**src/logic/tscw_pkg.sv**
```systemverilog
// shared constants and types for the transceiver serial control word link
// Operation
// - shift data in MSB first on falling clock
// - select low 20 ns before first rise
// - rising select copies shift register to latch
// - 20 ns from last fall to select rise
// - 16-bit word, bit 15 gain reduce
// - bit 12 disables transmit, powers on high
// - host clears bit 12 under pin control (host has no pin control: bit 12 goes out as software writes it)
// - host keeps test bits 10, 9 low
// - bits 11, 8, 7 pick analog source
// - bit 4 selects high LO buffer power
// - bit 3 selects high transmit buffer power
// - bits 2..0 reduce power, power on high
// - serial clock phases at least 10 ns
package tscw_pkg;

  localparam int          WORD_W           = 16;
  localparam logic [15:0] WORD_RESET       = 16'h1807;
  localparam logic [15:0] TEST_BITS_MASK   = 16'h0600;

  // bit positions of the control word
  localparam int BIT_LNA_GAIN_REDUCE   = 15;
  localparam int BIT_TX_POWER_DISABLE  = 12;
  localparam int BIT_ANALOG_SEL2       = 11;
  localparam int BIT_TEST_HI           = 10;
  localparam int BIT_TEST_LO           = 9;
  localparam int BIT_ANALOG_SEL1       = 8;
  localparam int BIT_ANALOG_SEL0       = 7;
  localparam int BIT_BIG_DIV_DISABLE   = 6;
  localparam int BIT_SIXTEEN_DIV_DIS   = 5;
  localparam int BIT_LO_BUF_HIGH       = 4;
  localparam int BIT_TX_BUF_HIGH       = 3;
  localparam int BIT_TX_REDUCE_MSB     = 2;

  typedef enum logic [2:0] {
    TSCW_SRC_TX_DET      = 3'h0,
    TSCW_SRC_TX_REF      = 3'h1,
    TSCW_SRC_LO_DET      = 3'h2,
    TSCW_SRC_LO_REF      = 3'h3,
    TSCW_SRC_TEMP        = 3'h4,
    TSCW_SRC_TEST1       = 3'h5,
    TSCW_SRC_TEST2       = 3'h6,
    TSCW_SRC_TEST2_ALT   = 3'h7
  } tscw_src_type;

  // timing, in ns, and in system clock cycles (least times round up)
  localparam int SYS_PERIOD_NS  = 40;
  localparam int LEAD_NS        = 20;
  localparam int LAG_NS         = 20;
  localparam int HALF_NS        = 10;
  localparam int LEAD_CYC       = (LEAD_NS + SYS_PERIOD_NS - 1) / SYS_PERIOD_NS;
  localparam int LAG_CYC        = (LAG_NS + SYS_PERIOD_NS - 1) / SYS_PERIOD_NS;
  localparam int HALF_CYC       = (HALF_NS + SYS_PERIOD_NS - 1) / SYS_PERIOD_NS;

  // host register map
  localparam int          ADDR_W          = 8;
  localparam logic [7:0]  REG_WORD        = 8'h00;
  localparam logic [7:0]  REG_CMD         = 8'h04;
  localparam logic [7:0]  REG_STATUS      = 8'h08;
  localparam logic [7:0]  REG_SENT        = 8'h0c;
  localparam int          CMD_START_BIT   = 0;
  localparam int          STAT_BUSY_BIT   = 1 - 1;
  localparam int          STAT_DONE_BIT   = 1;

endpackage

```
**src/logic/tscw_link_if.sv**
```systemverilog
// three-wire serial link between host and transceiver control port
`timescale 1ns/100ps
interface tscw_link_if;
  logic sclk;
  logic sdata;
  logic sel_n;

  modport device (
    input sclk,
    input sdata,
    input sel_n
  );

  modport host (
    output sclk,
    output sdata,
    output sel_n
  );
endinterface

```
**src/logic/tscw_host.sv**
```systemverilog
// host side: register port and serial master that sends one control word
//
// Strobed register access and the placing of the registers were decided locally.
`timescale 1ns/100ps
module tscw_host #(
  parameter int LEAD_CYC = tscw_pkg::LEAD_CYC,
  parameter int LAG_CYC  = tscw_pkg::LAG_CYC,
  parameter int HALF_CYC = tscw_pkg::HALF_CYC
) (
  // clock, reset, freeze
  input  wire logic                    sys_clk_i,
  input  wire logic                    sys_rst_i,
  input  wire logic                    ce_i,
  // register port
  input  wire logic [7:0]              addr_i,
  input  wire logic [31:0]             wdata_i,
  input  wire logic                    wr_i,
  input  wire logic                    rd_i,
  output logic [31:0]                  rdata_o,
  // link
  tscw_link_if.host                    link
);

  typedef enum logic [2:0] {
    TSCW_IDLE,
    TSCW_LEAD,
    TSCW_HIGH,
    TSCW_LOW,
    TSCW_LAG
  } tscw_state_type;

  tscw_state_type state;
  logic [15:0]    word_reg;
  logic [15:0]    sent_reg;
  logic [15:0]    tx_shift;
  logic [3:0]     bits_left;
  logic [7:0]     wait_cnt;
  logic           done_flag;
  logic           sclk_q;
  logic           sdata_q;
  logic           sel_n_q;
  logic           start_req;
  logic           frame_end;
  logic           wait_zero;
  logic           next_bit;
  logic           last_low;
  logic           clk_rise;
  logic           clk_fall;

  assign wait_zero = wait_cnt == 8'h00;
  assign start_req = ce_i && wr_i && addr_i == tscw_pkg::REG_CMD && wdata_i[tscw_pkg::CMD_START_BIT]
                     && state == TSCW_IDLE;
  assign frame_end = ce_i && state == TSCW_LAG && wait_zero;
  // a low phase ends either by raising the clock for the next bit or by entering the lag
  assign next_bit  = ce_i && state == TSCW_LOW && wait_zero && bits_left != 4'h0;
  assign last_low  = ce_i && state == TSCW_LOW && wait_zero && bits_left == 4'h0;
  assign clk_rise  = (ce_i && state == TSCW_LEAD && wait_zero) || next_bit;
  assign clk_fall  = ce_i && state == TSCW_HIGH && wait_zero;

  // test bits forced low so no software slip can upset the transceiver
  always_ff @(posedge sys_clk_i or posedge sys_rst_i) begin
    if (sys_rst_i) begin
      word_reg <= tscw_pkg::WORD_RESET;
    end else if (ce_i && wr_i && addr_i == tscw_pkg::REG_WORD) begin
      word_reg <= wdata_i[15:0] & ~tscw_pkg::TEST_BITS_MASK;
    end
  end

  // done is sticky; a frame end in the clearing cycle wins
  always_ff @(posedge sys_clk_i or posedge sys_rst_i) begin
    if (sys_rst_i) begin
      done_flag <= 1'b0;
    end else if (frame_end) begin
      done_flag <= 1'b1;
    end else if (ce_i && wr_i && addr_i == tscw_pkg::REG_STATUS && wdata_i[tscw_pkg::STAT_DONE_BIT]) begin
      done_flag <= 1'b0;
    end
  end

  always_ff @(posedge sys_clk_i or posedge sys_rst_i) begin
    if (sys_rst_i) begin
      rdata_o <= 32'h0000_0000;
    end else if (ce_i) begin
      rdata_o <= 32'h0000_0000;
      if (rd_i) begin
        case (addr_i)
          tscw_pkg::REG_WORD:   rdata_o <= {16'h0000, word_reg};
          tscw_pkg::REG_STATUS: rdata_o <= {30'h0000_0000, done_flag, state != TSCW_IDLE};
          tscw_pkg::REG_SENT:   rdata_o <= {16'h0000, sent_reg};
          default:              rdata_o <= 32'h0000_0000;
        endcase
      end
    end
  end

  // serial master, split by concern; every link pin comes straight from a flop
  always_ff @(posedge sys_clk_i or posedge sys_rst_i) begin
    if (sys_rst_i) begin
      state <= TSCW_IDLE;
    end else if (ce_i) begin
      case (state)
        TSCW_IDLE: begin
          if (start_req) begin
            state <= TSCW_LEAD;
          end
        end
        TSCW_LEAD: begin
          if (wait_zero) begin
            state <= TSCW_HIGH;
          end
        end
        TSCW_HIGH: begin
          if (wait_zero) begin
            state <= TSCW_LOW;
          end
        end
        TSCW_LOW: begin
          if (last_low) begin
            state <= TSCW_LAG;
          end else if (next_bit) begin
            state <= TSCW_HIGH;
          end
        end
        TSCW_LAG: begin
          if (wait_zero) begin
            state <= TSCW_IDLE;
          end
        end
        default: begin
          state <= TSCW_IDLE;
        end
      endcase
    end
  end

  // one down-count per phase, reloaded as each phase begins
  always_ff @(posedge sys_clk_i or posedge sys_rst_i) begin
    if (sys_rst_i) begin
      wait_cnt <= 8'h00;
    end else if (start_req) begin
      wait_cnt <= 8'(LEAD_CYC - 1);
    end else if (last_low) begin
      wait_cnt <= 8'(LAG_CYC - 1);
    end else if (clk_rise || clk_fall) begin
      wait_cnt <= 8'(HALF_CYC - 1);
    end else if (ce_i && state != TSCW_IDLE && !wait_zero) begin
      wait_cnt <= wait_cnt - 8'h01;
    end
  end

  // bits_left counts the bits still to go after the one on the wire
  always_ff @(posedge sys_clk_i or posedge sys_rst_i) begin
    if (sys_rst_i) begin
      tx_shift  <= 16'h0000;
      bits_left <= 4'h0;
    end else if (start_req) begin
      tx_shift  <= {word_reg[14:0], 1'b0};
      bits_left <= 4'(tscw_pkg::WORD_W - 1);
    end else if (next_bit) begin
      tx_shift  <= {tx_shift[14:0], 1'b0};
      bits_left <= bits_left - 4'h1;
    end
  end

  // last word launched, for software to read back
  always_ff @(posedge sys_clk_i or posedge sys_rst_i) begin
    if (sys_rst_i) begin
      sent_reg <= tscw_pkg::WORD_RESET;
    end else if (start_req) begin
      sent_reg <= word_reg;
    end
  end

  // clock idles low between frames
  always_ff @(posedge sys_clk_i or posedge sys_rst_i) begin
    if (sys_rst_i) begin
      sclk_q <= 1'b0;
    end else if (clk_rise) begin
      sclk_q <= 1'b1;
    end else if (clk_fall) begin
      sclk_q <= 1'b0;
    end
  end

  // first bit moves as select falls, the rest with the rising clock, a full phase clear of each sampling fall
  always_ff @(posedge sys_clk_i or posedge sys_rst_i) begin
    if (sys_rst_i) begin
      sdata_q <= 1'b0;
    end else if (start_req) begin
      sdata_q <= word_reg[15];
    end else if (next_bit) begin
      sdata_q <= tx_shift[15];
    end else if (frame_end) begin
      sdata_q <= 1'b0;
    end
  end

  // select brackets the frame; the lag count keeps it low past the last fall
  always_ff @(posedge sys_clk_i or posedge sys_rst_i) begin
    if (sys_rst_i) begin
      sel_n_q <= 1'b1;
    end else if (start_req) begin
      sel_n_q <= 1'b0;
    end else if (frame_end) begin
      sel_n_q <= 1'b1;
    end
  end

  assign link.sclk  = sclk_q;
  assign link.sdata = sdata_q;
  assign link.sel_n = sel_n_q;

endmodule

```
**src/flat_wrapper.sv**
```systemverilog
// flat-port wrapper written by rule: the top's interface ports become plain ports
module tscw_host_flat 
#(
  parameter int LEAD_CYC = tscw_pkg::LEAD_CYC,
  parameter int LAG_CYC  = tscw_pkg::LAG_CYC,
  parameter int HALF_CYC = tscw_pkg::HALF_CYC
)
  (sys_clk_i, sys_rst_i, ce_i, addr_i, wdata_i, wr_i, rd_i, rdata_o, link_sclk, link_sdata, link_sel_n);
  tscw_link_if link_i ();
  input  wire logic sys_clk_i;
  input  wire logic sys_rst_i;
  input  wire logic ce_i;
  input  wire logic [7:0] addr_i;
  input  wire logic [31:0] wdata_i;
  input  wire logic wr_i;
  input  wire logic rd_i;
  output logic [31:0] rdata_o;
  output wire logic [$bits(link_i.sclk)-1:0] link_sclk;
  output wire logic [$bits(link_i.sdata)-1:0] link_sdata;
  output wire logic [$bits(link_i.sel_n)-1:0] link_sel_n;
  assign link_sclk = link_i.sclk;
  assign link_sdata = link_i.sdata;
  assign link_sel_n = link_i.sel_n;
  tscw_host #(.LEAD_CYC(LEAD_CYC), .LAG_CYC(LAG_CYC), .HALF_CYC(HALF_CYC)) u_core (.sys_clk_i(sys_clk_i), .sys_rst_i(sys_rst_i), .ce_i(ce_i), .addr_i(addr_i), .wdata_i(wdata_i), .wr_i(wr_i), .rd_i(rd_i), .rdata_o(rdata_o), .link(link_i));
endmodule
```
**config.mk**
```make
export PLATFORM = sky130hd
export DESIGN_NAME = tscw_host_flat
export DESIGN_NICKNAME = d
export VERILOG_FILES = /design/src/logic/tscw_pkg.sv /design/src/logic/tscw_link_if.sv /design/src/logic/tscw_host.sv /design/src/flat_wrapper.sv
export SDC_FILE = /design/constraint.sdc
export NUM_CORES = 1
export LEC_CHECK = 0
export BUFFER_PORTS_ARGS = -buffer_cell sky130_fd_sc_hd__buf_2
export CAP_MARGIN = 25
export CORE_UTILIZATION = 28
export DETAILED_ROUTE_END_ITERATION = 12
export PLACE_DENSITY = 0.53
export SLEW_MARGIN = 20
export SYNTH_ARGS = -nofsm -noshare
export SYNTH_HDL_FRONTEND = slang
export SYNTH_SLANG_ARGS = --single-unit
```
**constraint.sdc**
```tcl
create_clock -name sys_clk_i -period 5.3 [get_ports sys_clk_i]
set_clock_uncertainty 0.1 [all_clocks]
set_input_delay 0.795 -clock sys_clk_i [delete_from_list [all_inputs] [get_ports sys_clk_i]]
set_output_delay 0.795 -clock sys_clk_i [all_outputs]
set_load 0.02 [all_outputs]
```
## Word level (Yosys, flattened, before mapping)

Index checks and enable logic that the tools add are counted.

- Register bits: 95
- Input port bits: 45
- Output and inout port bits: 35
- Logic and storage cells: 86

- Add/subtract/negate cells: 2
- Equality and inequality tests: 12
- Mux-type cells: 26
- Reductions and logical operators: 35

Operators with widths:

| operator | count |
|---|---|
| case mux 16 bit (3 select lines) | 1 |
| 2-to-1 mux 16 bit | 2 |
| 2-to-1 mux 32 bit | 1 |
| 2-to-1 mux 8 bit | 4 |
| logical AND 1 bit | 19 |
| 2-to-1 mux 3 bit | 6 |
| == test 8 x 4 -> 1 bit, second input constant | 2 |
| logical NOT 8 bit | 2 |
| case mux 3 bit (5 select lines) | 1 |
| 2-to-1 mux 1 bit | 9 |
| == test 8 x 3 -> 1 bit, second input constant | 1 |
| 2-to-1 mux 4 bit | 2 |
| inequality test 2 x 1 -> 1 bit, second input constant | 4 |
| nonzero test 2 bit | 4 |
| nonzero test 4 bit | 2 |
| subtractor 8 x 1 -> 8 bit, second input constant | 1 |
| == test 3 x 2 -> 1 bit, second input constant | 2 |
| AND reduction 6 bit | 1 |
| nonzero test 3 bit | 2 |
| logical NOT 4 bit | 1 |
| subtractor 4 x 1 -> 4 bit, second input constant | 1 |
| == test 3 x 1 -> 1 bit, second input constant | 1 |
| == test 3 bit, second input constant | 1 |
| logical NOT 3 bit | 1 |
| other kinds (3) | 4 |

## Longest topological paths before layout

- Depth after elaboration: 9
- Gate-level depth with buffers: 8
- Gate-level depth less buffers: 6

## Least setup slack after synthesis

No wires, ideal clock.

- Path kind: input to register
- Start point: input port addr_i[1]
- End point: register u_core.tx_shift[3]
- Setup time: 0.121 ns
- Data arrival time: 2.361 ns
- Data required time: 5.079 ns
- Setup slack: 2.717 ns
- Cell stages on the path: 7
- Buffers on the path: 3
- Path through: or4_1 buf_2 or4_4 buf_6 buf_6 nand3_1 nand2_1

- Longest elaborated chain between the ends: 5
- Elaborated cells between the ends (all ways): 6
- Those cells by class: eq/ne (1); mux (1); reduce/logical (4)

Ends and longest elaborated chain:

| element | line | RTL |
|---|---|---|
| from (decl) | flat_wrapper.sv:13 | `input wire logic [7:0] addr_i;` |
| == test 8 x 3 -> 1 bit (*) | tscw_host.sv:51 | `assign start_req = ce_i && wr_i && addr_i == tscw_pkg::REG_CMD && wdata_i[tscw_pkg::CMD_START_BIT]` |
| logical AND 1 bit (*) (2 in a row) | tscw_host.sv:51 |  |
| logical AND 1 bit (*) | tscw_host.sv:52 | `&& state == TSCW_IDLE;` |
| 2-to-1 mux 16 bit or nonzero test 2 bit (tied branches) | n/a |  |
| to (signal assigned) | tscw_host.sv:157 | `tx_shift <= {word_reg[14:0], 1'b0};` |
| to (signal assigned) | tscw_host.sv:160 | `tx_shift <= {tx_shift[14:0], 1'b0};` |
| to (decl) | tscw_host.sv:35 | `logic [15:0] tx_shift;` |

Mark *: on every way between the ends. The rest lies on a longest branch, timed or not.
A chain may end at the register's enable or synchronous reset.

## Worst setup path after layout

- Start point: input port ce_i
- End point: register u_core.wait_cnt[3]

- Longest elaborated chain between the ends: 8
- Elaborated cells between the ends (all ways): 20
- Those cells by class: mux (3); reduce/logical (17)

Ends and longest elaborated chain:

| element | line | RTL |
|---|---|---|
| from (decl) | flat_wrapper.sv:12 | `input wire logic ce_i;` |
| logical AND 1 bit (2 in a row) | tscw_host.sv:55, tscw_host.sv:56 |  |
| logical AND 1 bit | tscw_host.sv:55 | `assign next_bit = ce_i && state == TSCW_LOW && wait_zero && bits_left != 4'h0;` |
| logical OR 1 bit | tscw_host.sv:57 | `assign clk_rise = (ce_i && state == TSCW_LEAD && wait_zero) \|\| next_bit;` |
| logical OR 1 bit | tscw_host.sv:144 | `end else if (clk_rise \|\| clk_fall) begin` |
| 2-to-1 mux 8 bit | tscw_host.sv:144 |  |
| 2-to-1 mux 8 bit | tscw_host.sv:142 | `end else if (last_low) begin` |
| 2-to-1 mux 8 bit | tscw_host.sv:140 | `end else if (start_req) begin` |
| to (signal assigned) | tscw_host.sv:141 | `wait_cnt <= 8'(LEAD_CYC - 1);` |
| to (signal assigned) | tscw_host.sv:143 | `wait_cnt <= 8'(LAG_CYC - 1);` |
| to (signal assigned) | tscw_host.sv:145 | `wait_cnt <= 8'(HALF_CYC - 1);` |
| to (decl) | tscw_host.sv:37 | `logic [7:0] wait_cnt;` |

Parallel ways exist; a longest one is shown, timed or not.

==> metrics <==
most common cell after layout, fill and taps aside=nand2_1; row count=41; Met3 Wirelength=249 um; overall routing resource usage=0.1240; worst path required time=5410 ps; Yosys reg bits=76; area leader, netlist=dfrtp_1; Synth area leaders=dfrtp_1, dfstp_2, nand2_1, a22oi_1, mux2_2; Fin Setup TNS=0 ps; TritonRoute pass-1 iters=4; PostCTS Resize Cnt=0; predominant post-synthesis flop cell=dfrtp_1; DR vias=2728; clock root buffer=clkbuf_16; most flop-heavy register=u_core.tx_shift; RSZ-0062 raised after global routing=no; I/O Buffers=43; DP Area=0.003951 mm^2; die height=116.6 um; area of the multi-input gates=0.001496 mm^2; CP Class=primary input to flip-flop; CTS Buf Count=9; clk_lat worst skew=340 ps; Cell variety after synth=51; Post-Place Setup Slack=2229 ps; antenna-violating nets left=0; status=finished clean; Seq/Total Area, Yosys=0.5207; Peak VDD IR=0.2007 mV; Leak=2.053 nW; met1 wire length=3915 um; vias in the first global route=2443; Setup crit end kind=flip-flop; TritonCTS clock tree=built; Die Width=116.6 um; Syn-to-layout area delta=16.70%; hold-fix buffers at CTS=0; Power Density=359.5 mW/mm^2; endpoints failing setup=0; Synth Instances=372; # placed instances=566; most frequent cells in the layout=nand2_1, dfrtp_1, buf_2, a22oi_1, inv_1; Avg Inst Size Synth=9.889 um^2; grt ovf=0; count of flip-flops with a built-in enable after synthesis=0; Rel. slew slack=0.3737; diodes inserted=0; share of the synthesized area in the top cell type=0.4422; Starting Density=0.2891; detailed placer's ending HPWL=5317 um; Die Area=0.01360 mm^2; Crit path largest cell delay=730 ps; max reg flops=15; number of max-cap violations=0; clock slew at reported path FFs=60 ps; clk buf depth=2; startpoint types=primary input; # fillers=1324; fin area=0.004293 mm^2; Synth async-reset ratio=1.000; slowest CP cell=or4_4; CP Cell Sequence=buf_2, or4b_1, or4_4, o21ai_4, o211ai_1; Setup WS post-layout=2588 ps; met2 routed WL=3746 um; Initial DRC Count=174; largest net degree at the start of global routing=42; final std cells w/o fill=582; Fmax=0.3688 GHz; critical path peak fanout=35; TritonCTS Sinks=76; drt drc=0; Post-Syn Area=0.003679 mm^2; final wirelength=8048 um; share of layout cells above drive strength 1=0.2415; core region area=0.01272 mm^2; final core utilization=0.3374; Post CTS Setup Buffer Count=0; crit share post-route=0.5116; Via density=4.687; yosys warns=0; highest metal used=met4; Pins Over Slew Limit=0; Hold Vio Cnt, Final=0; type of the most critical hold path=flip-flop to flip-flop; Routability Congestion=0.7937; register area=0.001916 mm^2; Arr. time, crit path=2820 ps; initial antenna violation count=0; Min Clock Period, post-route=2712 ps; slew at the pin closest to its max-slew limit=934.4 ps; drt wl/cell=13.83 um; # IOs=80; H-tree depth=3; # nets final=452; first-pass GRT wire length=12810 um
==> where the power goes <==
group | switching [mW] | internal [mW] | total (mW)
combinational | 0.122 | 0.0739 | 0.196
clock | 0.238 | 0.462 | 0.700
sequential | 0.0370 | 0.610 | 0.647
==> cells by family after synthesis <==
family          count (synthesis)  share of synthesized area
buf+inv                        64                    0.09421
flops                          76                     0.5207
fa+ha+maj                       2                   0.006802
mux                            15                    0.04558
xor+xnor                        4                   0.009526
compound gates                 83                     0.1548
simple gates                  127                     0.1673
other cells                     1                   0.001019
==> cell usage after synthesis (2+ instances only) <==
cell	number
nand2_1	69
dfrtp_1	65
a22oi_1	25
inv_1	23
buf_4	18
o22ai_1	15
mux2_2	14
nand3_1	13
o21ai_0	12
clkbuf_1	11
dfstp_2	11
nor2_1	9
a21oi_1	8
buf_2	7
nor3_1	6
buf_6	4
o31ai_1	4
or3_1	4
a31oi_1	3
and3_1	3
nand4_1	3
or4_1	3
xnor2_1	3
a2111oi_0	2
a21o_1	2
a2bb2oi_1	2
ha_1	2
nand3_2	2
nor3b_1	2
nor4_1	2
o211ai_1	2
o31a_1	2
or2_2	2
or3b_2	2
==> area by class of cell <==
type / instances / share of cell area
Sequential cell: 76 / 0.4462
Timing Repair Buffer: 46 / 0.05538
Inverter: 23 / 0.02011
Clock inverter: 6 / 0.02623
Clock buffer: 10 / 0.05334
Multi-Input combinational cell: 249 / 0.3486
Tap cell: 172 / 0.05013
==> worst max-delay path, delay by kind of cell <==
family          cells  cell delay, ps
simple gates        2            1270
buf+inv             1             400
compound gates      2             330
==> path summary, 6_finish.rpt <==
path | cells past startpoint | slack [ps] | start | end
hold reg to reg | 2 | 360 | u_core.sent_reg[12]$_DFFE_PP1P_ | u_core.sent_reg[12]$_DFFE_PP1P_
min in group asynchronous | 2 | 490 | sys_rst_i | u_core.rdata_o[15]$_DFFE_PP0P_
setup / recovery | 5 | 2590 | ce_i | u_core.wait_cnt[3]$_DFFE_PP0P_
hold / removal | 2 | 360 | u_core.sent_reg[12]$_DFFE_PP1P_ | u_core.sent_reg[12]$_DFFE_PP1P_
setup reg to reg | 6 | 2690 | u_core.wait_cnt[0]$_DFFE_PP0P_ | u_core.bits_left[3]$_DFFE_PP0P_
max in group asynchronous | 3 | 3570 | sys_rst_i | u_core.sent_reg[11]$_DFFE_PP1P_
==> layer usage <==
metal	track usage	vias up
met3	0.01868	8
met5	0	-
met2	0.1862	53
li1	-	1335
met4	0.06076	0
met1	0.1739	1332
==> stage by stage <==
| step | total power, mW | hold slack (ps) |
|---|---|---|
| global placement | 0.8453 | 347.2 |
| detailed placement | 0.8531 | 348.6 |
| finish | 1.543 | 356.9 |
| global route | 1.619 | 373.4 |
| CTS | 1.561 | 359.4 |
| floorplan | 0.8126 | 339.0 |
(Power assumes the default switching activity.)
